**src/shared/op_mode_defines.svh**
```systemverilog
// Constants for the operating-mode and oscillator manager.
// Assumes one 100 MHz reference clock; oscillators arrive as tick pulses.
`ifndef OP_MODE_DEFINES_SVH
`define OP_MODE_DEFINES_SVH

// Reference clock period in ns
`define REF_CLK_PERIOD_NS 10
// Cpu mode field codes
`define CPU_MODE_RUN      2'h0
`define CPU_MODE_SLEEP    2'h1
`define CPU_MODE_GREEN    2'h2
`define CPU_MODE_RSVD     2'h3
// Slow mode instruction divider, minus one
`define SLOW_DIV_LAST     4'h3
// Fast oscillator clocks waited after power-down wake-up
`define WARMUP_CLKS       12'h800
`define WARMUP_LAST       12'h7FF
// Wake port widths
`define PORT_A_W          8
`define PORT_B_W          4

`endif

```
**src/shared/op_mode_pkg.sv**
```systemverilog
// Types shared by the operating-mode manager and its bench.
// Assumes op_mode_defines.svh supplies the numeric constants.
package op_mode_pkg;

    // Gray along normal-slow-green-sleep-warm-noclk
    typedef enum logic [2:0] {
        MODE_NORMAL = 3'h0,
        MODE_SLOW   = 3'h1,
        MODE_GREEN  = 3'h3,
        MODE_SLEEP  = 3'h2,
        MODE_WARM   = 3'h6,
        MODE_NOCLK  = 3'h4
    } mode_t;

    typedef enum logic [2:0] {
        OPT_INT_FAST     = 3'h0,
        OPT_INT_FAST_RTC = 3'h1,
        OPT_EXT_RC       = 3'h2,
        OPT_EXT_32K      = 3'h3,
        OPT_EXT_12M      = 3'h4,
        OPT_EXT_4M       = 3'h5
    } osc_option_t;

    // Oscillator mode register image
    typedef struct packed {
        logic [1:0] cpu_mode_field;
        logic       slow_clock_select;
        logic       fast_osc_stop;
    } oscillator_mode_register_t;

    typedef struct packed {
        logic external_fast_osc;
        logic internal_fast_rc;
        logic internal_slow_rc;
    } osc_en_t;

endpackage : op_mode_pkg

```
**src/rtl/op_mode_clock_manager.sv**
```systemverilog
// Operating-mode and oscillator manager: normal, slow, green, power-down.
// Assumes oscillator tick inputs are one-cycle pulses on ref_clk_in;
// wake port pins are asynchronous and synchronised here.
// Functional notes
// - Slow mode instruction clock is slow RC/4.
// - Slow RC feeds watchdog and slow system clock.
// - Slow RC stops: power-down, or green+32K+no watchdog.
// - No control bit stops slow RC alone.
// - Reset releases into normal mode, fast clock.
// - Normal mode runs fast and slow oscillators.
// - Select bit 0 fast clock, 1 slow RC.
// - Slow mode keeps fast oscillator until stop bit.
// - Sleep request stops execution and all oscillators.
// - Power-down wake clears sleep request bit.
// - Power-down wakes on pins or reset, to normal.
// - Port b wake gated per pin, a always.
// - Fast stop in normal acts as power-down.
// - Cpu mode 10 enters green; wake clears it.
// - Green keeps system clock unless its source stops (fast stop, or slow RC under 32K+no watchdog); halts execution.
// - Green runs only wake timer, if enabled.
// - Green wakes on pins or timer overflow.
// - Green wake returns to the previous mode.
// - Timer wake off: green leaves on pins only.
// - Cpu mode: 00 run, 01 sleep, 10 green, 11 reserved.
// - Power-down wake waits 2048 fast clocks.
`timescale 1ns/100ps
`default_nettype none
`include "op_mode_defines.svh"

module op_mode_clock_manager (
    input  wire logic                              ref_clk_in,
    input  wire logic                              nrst_in,
    input  wire logic                              ce_in,
    input  wire logic                              oscillator_mode_register_wr_in,
    input  wire op_mode_pkg::oscillator_mode_register_t oscillator_mode_register_wdata_in,
    input  wire op_mode_pkg::osc_option_t          osc_option_in,
    input  wire logic                              watchdog_on_in,
    input  wire logic [3:0]                        fcpu_div_in,
    input  wire logic                              fast_osc_tick_in,
    input  wire logic                              slow_rc_tick_in,
    input  wire logic [`PORT_A_W-1:0]              wake_port_a_in,
    input  wire logic [`PORT_B_W-1:0]              wake_port_b_in,
    input  wire logic [`PORT_B_W-1:0]              port_b_wake_enable_in,
    input  wire logic                              wake_timer_on_in,
    input  wire logic                              auxiliary_timer_on_in,
    input  wire logic                              wake_timer_ovf_in,
    output op_mode_pkg::oscillator_mode_register_t oscillator_mode_register_out,
    output op_mode_pkg::mode_t                     mode_out,
    output op_mode_pkg::osc_en_t                   osc_en_out,
    output logic                                   sys_tick_out,
    output logic                                   cpu_tick_out,
    output logic                                   cpu_run_out,
    output logic                                   watchdog_tick_out,
    output logic                                   wake_timer_run_out,
    output logic                                   auxiliary_timer_run_out,
    output logic                                   wake_out
);
    import op_mode_pkg::*;

    ////////////////////////////////////////////////////////////////////
    // Helpers

    function automatic logic is_run(input mode_t m);
        is_run = (m == MODE_NORMAL) || (m == MODE_SLOW);
    endfunction : is_run

    function automatic logic is_halt(input mode_t m);
        is_halt = (m == MODE_SLEEP) || (m == MODE_NOCLK);
    endfunction : is_halt

    ////////////////////////////////////////////////////////////////////
    // Wake pin synchronisers

    logic [`PORT_A_W-1:0] pa_meta;
    logic [`PORT_A_W-1:0] pa_sync;
    logic [`PORT_A_W-1:0] pa_snap;
    logic [`PORT_B_W-1:0] pb_meta;
    logic [`PORT_B_W-1:0] pb_sync;
    logic [`PORT_B_W-1:0] pb_snap;
    logic                 pin_change;

    always_ff @(posedge ref_clk_in or negedge nrst_in) begin
        if (!nrst_in) begin
            pa_meta <= '0;
            pa_sync <= '0;
            pb_meta <= '0;
            pb_sync <= '0;
        end else if (ce_in) begin
            pa_meta <= wake_port_a_in;
            pa_sync <= pa_meta;
            pb_meta <= wake_port_b_in;
            pb_sync <= pb_meta;
        end
    end

    // Port a always armed, port b per enable bit
    assign pin_change = (|(pa_sync ^ pa_snap))
        || (|((pb_sync ^ pb_snap) & port_b_wake_enable_in));

    ////////////////////////////////////////////////////////////////////
    // Mode sequencer

    mode_t                     state;
    mode_t                     next_state;
    oscillator_mode_register_t oscillator_mode_register;
    logic                      clk_sel_slow;
    logic [11:0]               warm_cnt;
    logic                      timer_wake;
    logic                      wake_evt;

    assign timer_wake = wake_timer_on_in && wake_timer_ovf_in;
    assign wake_evt   = (state == MODE_GREEN)
        ? (pin_change || timer_wake)
        : (is_halt(state) && pin_change);

    always_comb begin
        next_state = state;
        unique case (state)
            MODE_NORMAL: begin
                if (oscillator_mode_register.cpu_mode_field == `CPU_MODE_SLEEP)
                    next_state = MODE_SLEEP;
                else if (oscillator_mode_register.cpu_mode_field == `CPU_MODE_GREEN)
                    next_state = MODE_GREEN;
                else if (oscillator_mode_register.fast_osc_stop)
                    next_state = MODE_NOCLK;
                else if (oscillator_mode_register.slow_clock_select && slow_rc_tick_in)
                    next_state = MODE_SLOW;
            end
            MODE_SLOW: begin
                if (oscillator_mode_register.cpu_mode_field == `CPU_MODE_SLEEP)
                    next_state = MODE_SLEEP;
                else if (oscillator_mode_register.cpu_mode_field == `CPU_MODE_GREEN)
                    next_state = MODE_GREEN;
                else if (!oscillator_mode_register.slow_clock_select && fast_osc_tick_in)
                    next_state = MODE_NORMAL;
            end
            MODE_GREEN: begin
                if (wake_evt)
                    next_state = clk_sel_slow ? MODE_SLOW
                                              : MODE_NORMAL;
            end
            MODE_SLEEP, MODE_NOCLK: begin
                if (wake_evt)
                    next_state = MODE_WARM;
            end
            MODE_WARM: begin
                if (fast_osc_tick_in && warm_cnt == `WARMUP_LAST)
                    next_state = MODE_NORMAL;
            end
            default: next_state = MODE_NORMAL;
        endcase
    end

    always_ff @(posedge ref_clk_in or negedge nrst_in) begin
        if (!nrst_in) begin
            state <= MODE_NORMAL;
        end else if (ce_in) begin
            state <= next_state;
        end
    end

    // Clock source follows state at a tick of the new source, or switches to fast on entering warm-up
    always_ff @(posedge ref_clk_in or negedge nrst_in) begin
        if (!nrst_in) begin
            clk_sel_slow <= 1'b0;
        end else if (ce_in) begin
            if (next_state == MODE_SLOW)
                clk_sel_slow <= 1'b1;
            else if (next_state == MODE_NORMAL
                     || next_state == MODE_WARM)
                clk_sel_slow <= 1'b0;
        end
    end

    // Wake-up wait counts fast oscillator clocks only
    always_ff @(posedge ref_clk_in or negedge nrst_in) begin
        if (!nrst_in) begin
            warm_cnt <= '0;
        end else if (ce_in) begin
            if (state != MODE_WARM)
                warm_cnt <= '0;
            else if (fast_osc_tick_in)
                warm_cnt <= warm_cnt + 12'h001;
        end
    end

    // Pin levels captured as the cpu stops
    always_ff @(posedge ref_clk_in or negedge nrst_in) begin
        if (!nrst_in) begin
            pa_snap <= '0;
            pb_snap <= '0;
        end else if (ce_in) begin
            if (is_run(state) && !is_run(next_state)) begin
                pa_snap <= pa_sync;
                pb_snap <= pb_sync;
            end
        end
    end

    ////////////////////////////////////////////////////////////////////
    // Oscillator mode register

    // Writes only land while code runs, so they never meet a wake clear
    always_ff @(posedge ref_clk_in or negedge nrst_in) begin
        if (!nrst_in) begin
            oscillator_mode_register <= '0;
        end else if (ce_in) begin
            if (oscillator_mode_register_wr_in && is_run(state)) begin
                oscillator_mode_register.slow_clock_select <= oscillator_mode_register_wdata_in.slow_clock_select;
                oscillator_mode_register.fast_osc_stop     <= oscillator_mode_register_wdata_in.fast_osc_stop;
                if (oscillator_mode_register_wdata_in.cpu_mode_field != `CPU_MODE_RSVD)
                    oscillator_mode_register.cpu_mode_field <=
                        oscillator_mode_register_wdata_in.cpu_mode_field;
            end else if (wake_evt) begin
                oscillator_mode_register.cpu_mode_field <= `CPU_MODE_RUN;
                if (state == MODE_NOCLK)
                    oscillator_mode_register.fast_osc_stop <= 1'b0;
            end
        end
    end

    ////////////////////////////////////////////////////////////////////
    // Oscillator enables

    logic    fast_on;
    logic    slow_on;
    logic    int_fast;
    osc_en_t next_osc_en;

    assign int_fast = (osc_option_in == OPT_INT_FAST)
                   || (osc_option_in == OPT_INT_FAST_RTC);

    always_comb begin
        unique case (next_state)
            MODE_NORMAL, MODE_WARM: fast_on = 1'b1;
            MODE_SLOW, MODE_GREEN:  fast_on = !oscillator_mode_register.fast_osc_stop;
            default:                fast_on = 1'b0;
        endcase
        // Only mode, option and watchdog enable decide; there is no direct stop bit
        slow_on = !is_halt(next_state)
            && !(next_state == MODE_GREEN
                 && osc_option_in == OPT_EXT_32K
                 && !watchdog_on_in);
        next_osc_en.external_fast_osc = fast_on && !int_fast;
        next_osc_en.internal_fast_rc  = fast_on && int_fast;
        next_osc_en.internal_slow_rc  = slow_on;
    end

    ////////////////////////////////////////////////////////////////////
    // System and instruction clock ticks

    logic       sys_tick;
    logic [3:0] div_cnt;
    logic [3:0] div_last;

    // Selected source only; no tick during the changeover cycle
    assign sys_tick = (state == next_state) && !is_halt(state)
        && (clk_sel_slow ? (slow_rc_tick_in && osc_en_out.internal_slow_rc)
                         : (fast_osc_tick_in && state != MODE_WARM));
    assign div_last = clk_sel_slow ? `SLOW_DIV_LAST
                                   : fcpu_div_in;

    // Divider restarts on any mode change so no short cycle occurs
    always_ff @(posedge ref_clk_in or negedge nrst_in) begin
        if (!nrst_in) begin
            div_cnt      <= '0;
            cpu_tick_out <= 1'b0;
        end else if (ce_in) begin
            cpu_tick_out <= 1'b0;
            if (state != next_state || !is_run(state)) begin
                div_cnt <= '0;
            end else if (sys_tick) begin
                if (div_cnt >= div_last) begin
                    div_cnt      <= '0;
                    cpu_tick_out <= 1'b1;
                end else begin
                    div_cnt <= div_cnt + 4'h1;
                end
            end
        end
    end

    ////////////////////////////////////////////////////////////////////
    // Registered outputs

    always_ff @(posedge ref_clk_in or negedge nrst_in) begin
        if (!nrst_in) begin
            osc_en_out              <= '1;
            sys_tick_out            <= 1'b0;
            cpu_run_out             <= 1'b1;
            watchdog_tick_out       <= 1'b0;
            wake_timer_run_out      <= 1'b0;
            auxiliary_timer_run_out <= 1'b0;
            wake_out                <= 1'b0;
            mode_out                <= MODE_NORMAL;
            oscillator_mode_register_out                <= '0;
        end else if (ce_in) begin
            osc_en_out        <= next_osc_en;
            sys_tick_out      <= sys_tick;
            cpu_run_out       <= is_run(next_state);
            watchdog_tick_out <= slow_rc_tick_in
                && osc_en_out.internal_slow_rc;
            wake_timer_run_out <= wake_timer_on_in
                && (is_run(next_state) || next_state == MODE_GREEN);
            auxiliary_timer_run_out <= auxiliary_timer_on_in
                && is_run(next_state);
            wake_out <= wake_evt;
            mode_out <= next_state;
            oscillator_mode_register_out <= oscillator_mode_register;
        end
    end
endmodule : op_mode_clock_manager
`default_nettype wire

```
**config.mk**
```make
export PLATFORM = sky130hd
export DESIGN_NAME = op_mode_clock_manager
export DESIGN_NICKNAME = d
export VERILOG_FILES = /design/src/shared/op_mode_pkg.sv /design/src/rtl/op_mode_clock_manager.sv
export VERILOG_INCLUDE_DIRS = /design/src /design/src/shared
export SDC_FILE = /design/constraint.sdc
export NUM_CORES = 1
export LEC_CHECK = 0
export BUFFER_PORTS_ARGS = -buffer_cell sky130_fd_sc_hd__buf_2
export CAP_MARGIN = 20
export CORE_ASPECT_RATIO = 0.8
export CORE_MARGIN = 2
export CORE_UTILIZATION = 40
export CTS_CLUSTER_DIAMETER = 40
export DETAILED_ROUTE_END_ITERATION = 10
export MAX_ROUTING_LAYER = met4
export PLACE_DENSITY_LB_ADDON = 0.25
export SYNTH_ARGS = -nofsm -noshare
export SYNTH_HDL_FRONTEND = slang
export SYNTH_SLANG_ARGS = --single-unit
```
**constraint.sdc**
```tcl
create_clock -name ref_clk_in -period 3.1 [get_ports ref_clk_in]
set_clock_uncertainty 0.15 [all_clocks]
set_input_delay 0.155 -clock ref_clk_in [delete_from_list [all_inputs] [get_ports ref_clk_in]]
set_output_delay 0.155 -clock ref_clk_in [all_outputs]
set_load 0.05 [all_outputs]
```
==> summary.md <==
| Metric | Value |
|---|---|
| Status | finished, final reports clean |
| All-layer global routing usage | between 10% and 20% |
| WS Path Type | flip-flop to flip-flop |
| Top-area cell type share of the netlist area | 47.9% |
| Max transition margin | 45.7% |
| CP endpoint kind | flip-flop |
| Netlist cell types | 56 |
| CTS resizes | 0 |
| Fin nets | 438 |
| Crit path DAT | 2.88 ns |
| Largest cells by area after synthesis | dfrtp_1, mux2_2, xor2_1 |
| Met3 routed WL | around 320 um |
| Max Clk Rate | 0.354 GHz |
| ANT cells | 0 |
| Post-synth EDFFs | 0 |
| Tmin final | 2.82 ns |
| Buffers on Ports | 53 |
| Worst slack, placed | 0.304 ns |
| Critical Path Start Type | flip-flop |
| DPL Wire Length | 5.32 mm |
| Ys async rst share | 100% |
| Hold Fails Final Rpt | 0 |
| Share of cells above drive strength 1 | 33.0% |
| CTS tree | yes |
| Largest net degree at the start of global routing | between 40 and 50 |
| Worst skew pair latency | 0.33 ns |
| Grt total ovfl | 0 |
| Worst-Margin Slew | 0.815 ns |
| Iteration-0 DRC Markers | about 110 |
| WHS Path Cells | 2 |
| Worst vdd ir | 0.000576 V |
| Final WL | 7.53 mm |
| Fin Setup TNS | 0 ns |
| Drt drc | 0 |
| First-pass GRT wire length | between 10 and 15 mm |
| Critical Path RT | 3.16 ns |
| Mapped Area | 3660 um2 |
| Synth area leader | dfrtp_1 |
| Fill cells | 778 |
| CP top delay family | simple AND/OR/NAND/NOR gates |
| Clock-pin slew on the worst setup and hold paths | approximately 0.060 ns |
| DR vias | between 2000 and 3000 |
| Slowest-stage cell, CP | a222oi_1 |
| Vias in the first global route | roughly 2600 |
| MaxCap Viol Count | 0 |
| Synth Net Count | 358 |
| Worst setup margin | 0.277 ns |
| Mapped Avg Cell Area | 11.6 um2 |
| Area Overhead vs Synth | 26.8% |
| Leakage | 2.20 nW |
| Period utilization | 91.1% |
| R2R cell count | 7 |
| Top FF cell, synth | dfrtp_1 |
| Fin util | 51.8% |
| Met2 wire len | 3.21 mm |
| Pre-Repair DR Iteration Count | 4 |
| Initial antenna violation count | 0 |
| Die Y | 89.5 um |
| Clock root buffer | clkbuf_16 |
| DR top layer | met4 |
| CP peak stage delay | 0.49 ns |
| Pwr dens | 858 nW/um2 |
| Worst Path Buf+Inv | 0 |
| Post-Syn Instances | 315 |
| H-tree Lvls | 3 |
| Die Width | 111 um |
| Hold crit path type | primary input to flip-flop |
| Final hold slack | 0.0907 ns |
| Clk sinks | 74 |
| Core ar. | 8960 um2 |
| Die ar. | 9930 um2 |
| #FFs+latches synth | 74 |
| I/O pins | 54 |
| Final setup fails | 0 |
| Slew Limit Fails | 0 |
| Row cnt | 31 |
| Avg WL per Cell | ~15 um |
| CP max FO | 12 |
| Worst-path cell chain | xor2_1 -> a222oi_1 -> and4_1 -> o311a_1 -> and2_4 -> nand3b_4 -> mux2_1 |
| Sequential area share after synthesis | a little over 50% |
| CTS buffer count | 9 |
| Total stage count of the critical path | 7 |
| Max clock buf depth | 2 |
| Placer Congestion | 0.848 |
| Initial core utilization | 40.8% |
| RSZ-0062 raised after global routing | no |
| YS warnings | 0 |
| ANT nets after route | 0 |
| Vias per cell | around 5 |
| Met1 wire length | 3.92 mm |
| Total power draw | 3.98 mW |
[flip-flops by register name, indices dropped and copies added, names as in the netlist]
name                          cells
auxiliary_timer_run_out           1
clk_sel_slow                      1
cpu_run_out                       1
cpu_tick_out                      1
div_cnt                           4
mode_out                          3
osc_en_out                        3
oscillator_mode_register          4
oscillator_mode_register_out      4
pa_meta                           8
pa_snap                           8
pa_sync                           8
pb_meta                           4
pb_snap                           4
pb_sync                           4
sys_tick_out                      1
wake_out                          1
wake_timer_run_out                1
warm_cnt                         12
watchdog_tick_out                 1
[per-layer routing]
layer  vias up  track usage (%)
met5         -                -
met4         0             5.57
met3         7             3.86
met2        59             24.9
met1      1244             23.6
li1       1272                -
[worst register-to-register path, delay by kind of cell, from the launching register on]
family	cells	cell delay, ns
xor+xnor	1	0.16
simple gates	3	0.88
compound gates	2	0.77
mux	1	0.35
flops	1	0.40
[synthesized netlist by cell type (3+ instances only)]
| library cell | number |
|---|---|
| inv_1 | 13 |
| and2_1 | 3 |
| o21ai_0 | 10 |
| ha_1 | 6 |
| clkbuf_1 | 5 |
| dfstp_2 | 4 |
| o22a_1 | 3 |
| nand2b_1 | 9 |
| nand3_1 | 9 |
| a21oi_1 | 12 |
| buf_2 | 4 |
| nor2_1 | 23 |
| buf_1 | 3 |
| mux2_4 | 10 |
| a21o_1 | 3 |
| and3_1 | 3 |
| dfrtp_1 | 70 |
| nand2_1 | 16 |
| xor2_1 | 21 |
| nor4_1 | 3 |
| mux2_2 | 36 |
| o22ai_1 | 4 |
| xnor2_1 | 3 |
| nand4_1 | 3 |
[layout by cell type, fill, tap and decap left out, types with 2 or more instances in the layout]
| cell | n |
|---|---|
| dfrtp_1 | 70 |
| buf_2 | 53 |
| mux2_2 | 36 |
| nor2_1 | 23 |
| dlygate4sd3_1 | 22 |
| xor2_1 | 21 |
| nand2_1 | 16 |
| inv_1 | 13 |
| a21oi_1 | 12 |
| o21ai_0 | 10 |
| mux2_4 | 10 |
| nand2b_1 | 9 |
| nand3_1 | 9 |
| clkbuf_16 | 9 |
| buf_4 | 7 |
| ha_1 | 6 |
| o22ai_1 | 4 |
| dfstp_2 | 4 |
| nor4_1 | 3 |
| and3_1 | 3 |
| nand4_1 | 3 |
| xnor2_1 | 3 |
| and2_1 | 3 |
| a21o_1 | 3 |
| o22a_1 | 3 |
| bufinv_16 | 3 |
| nand3b_1 | 2 |
| mux2i_1 | 2 |
| o211ai_1 | 2 |
| a21boi_0 | 2 |
| mux2_1 | 2 |
| a22o_1 | 2 |
| or3_1 | 2 |
[final timing paths]
kind                                from             to  slack [ns]
max                           pb_snap[2]     pb_snap[0]        0.28
max in group asynchronous        nrst_in  osc_en_out[1]        1.75
min reg2reg                osc_en_out[1]  osc_en_out[1]        0.34
min in group asynchronous        nrst_in     pa_meta[3]        0.31
min                                ce_in    mode_out[2]        0.09
max reg2reg                   pb_snap[2]     pb_snap[0]        0.28
[metrics by stage]
stage          instances  cell area [um2]
2_1_floorplan        315             3660
3_3_place_gp         477             4070
3_5_place_dp         477             4070
4_1_cts              515             4640
5_1_grt              515             4640
6_report             515             4640
[cell families after synthesis]
logic type,synth area share (%)
xor+xnor,5.75
compound gates,9.89
flops,50.8
buf+inv,3.32
simple gates,11.6
fa+ha+maj,2.33
mux,16.4
[where the power goes]
part	switching, mW	internal (mW)
Clock	0.396	0.810
Combinational	0.790	0.577
Sequential	0.185	1.22
Total	1.37	2.61
[what timing repair did]
item                                   in CTS  in global routing
setup buffers                               0                  0
setup endpoints to repair                   0                  0
hold buffers                               22                  0
endpoints found under the hold margin      53                  0
[area by class of cell]
| class | instances | area, um2 | area share, % |
|---|---|---|---|
| clock buffers | 10 | 239 | 5.15 |
| clock inverters | 6 | 113 | 2.43 |
| inverters | 13 | 48.8 | 1.05 |
| multi-input cells | 214 | 1680 | 36.2 |
| flip-flops and latches | 74 | 1860 | 40.0 |
| well taps | 115 | 144 | 3.10 |
| repair buffers | 83 | 558 | 12.0 |
No activity file was read; power rests on OpenSTA's default activity.
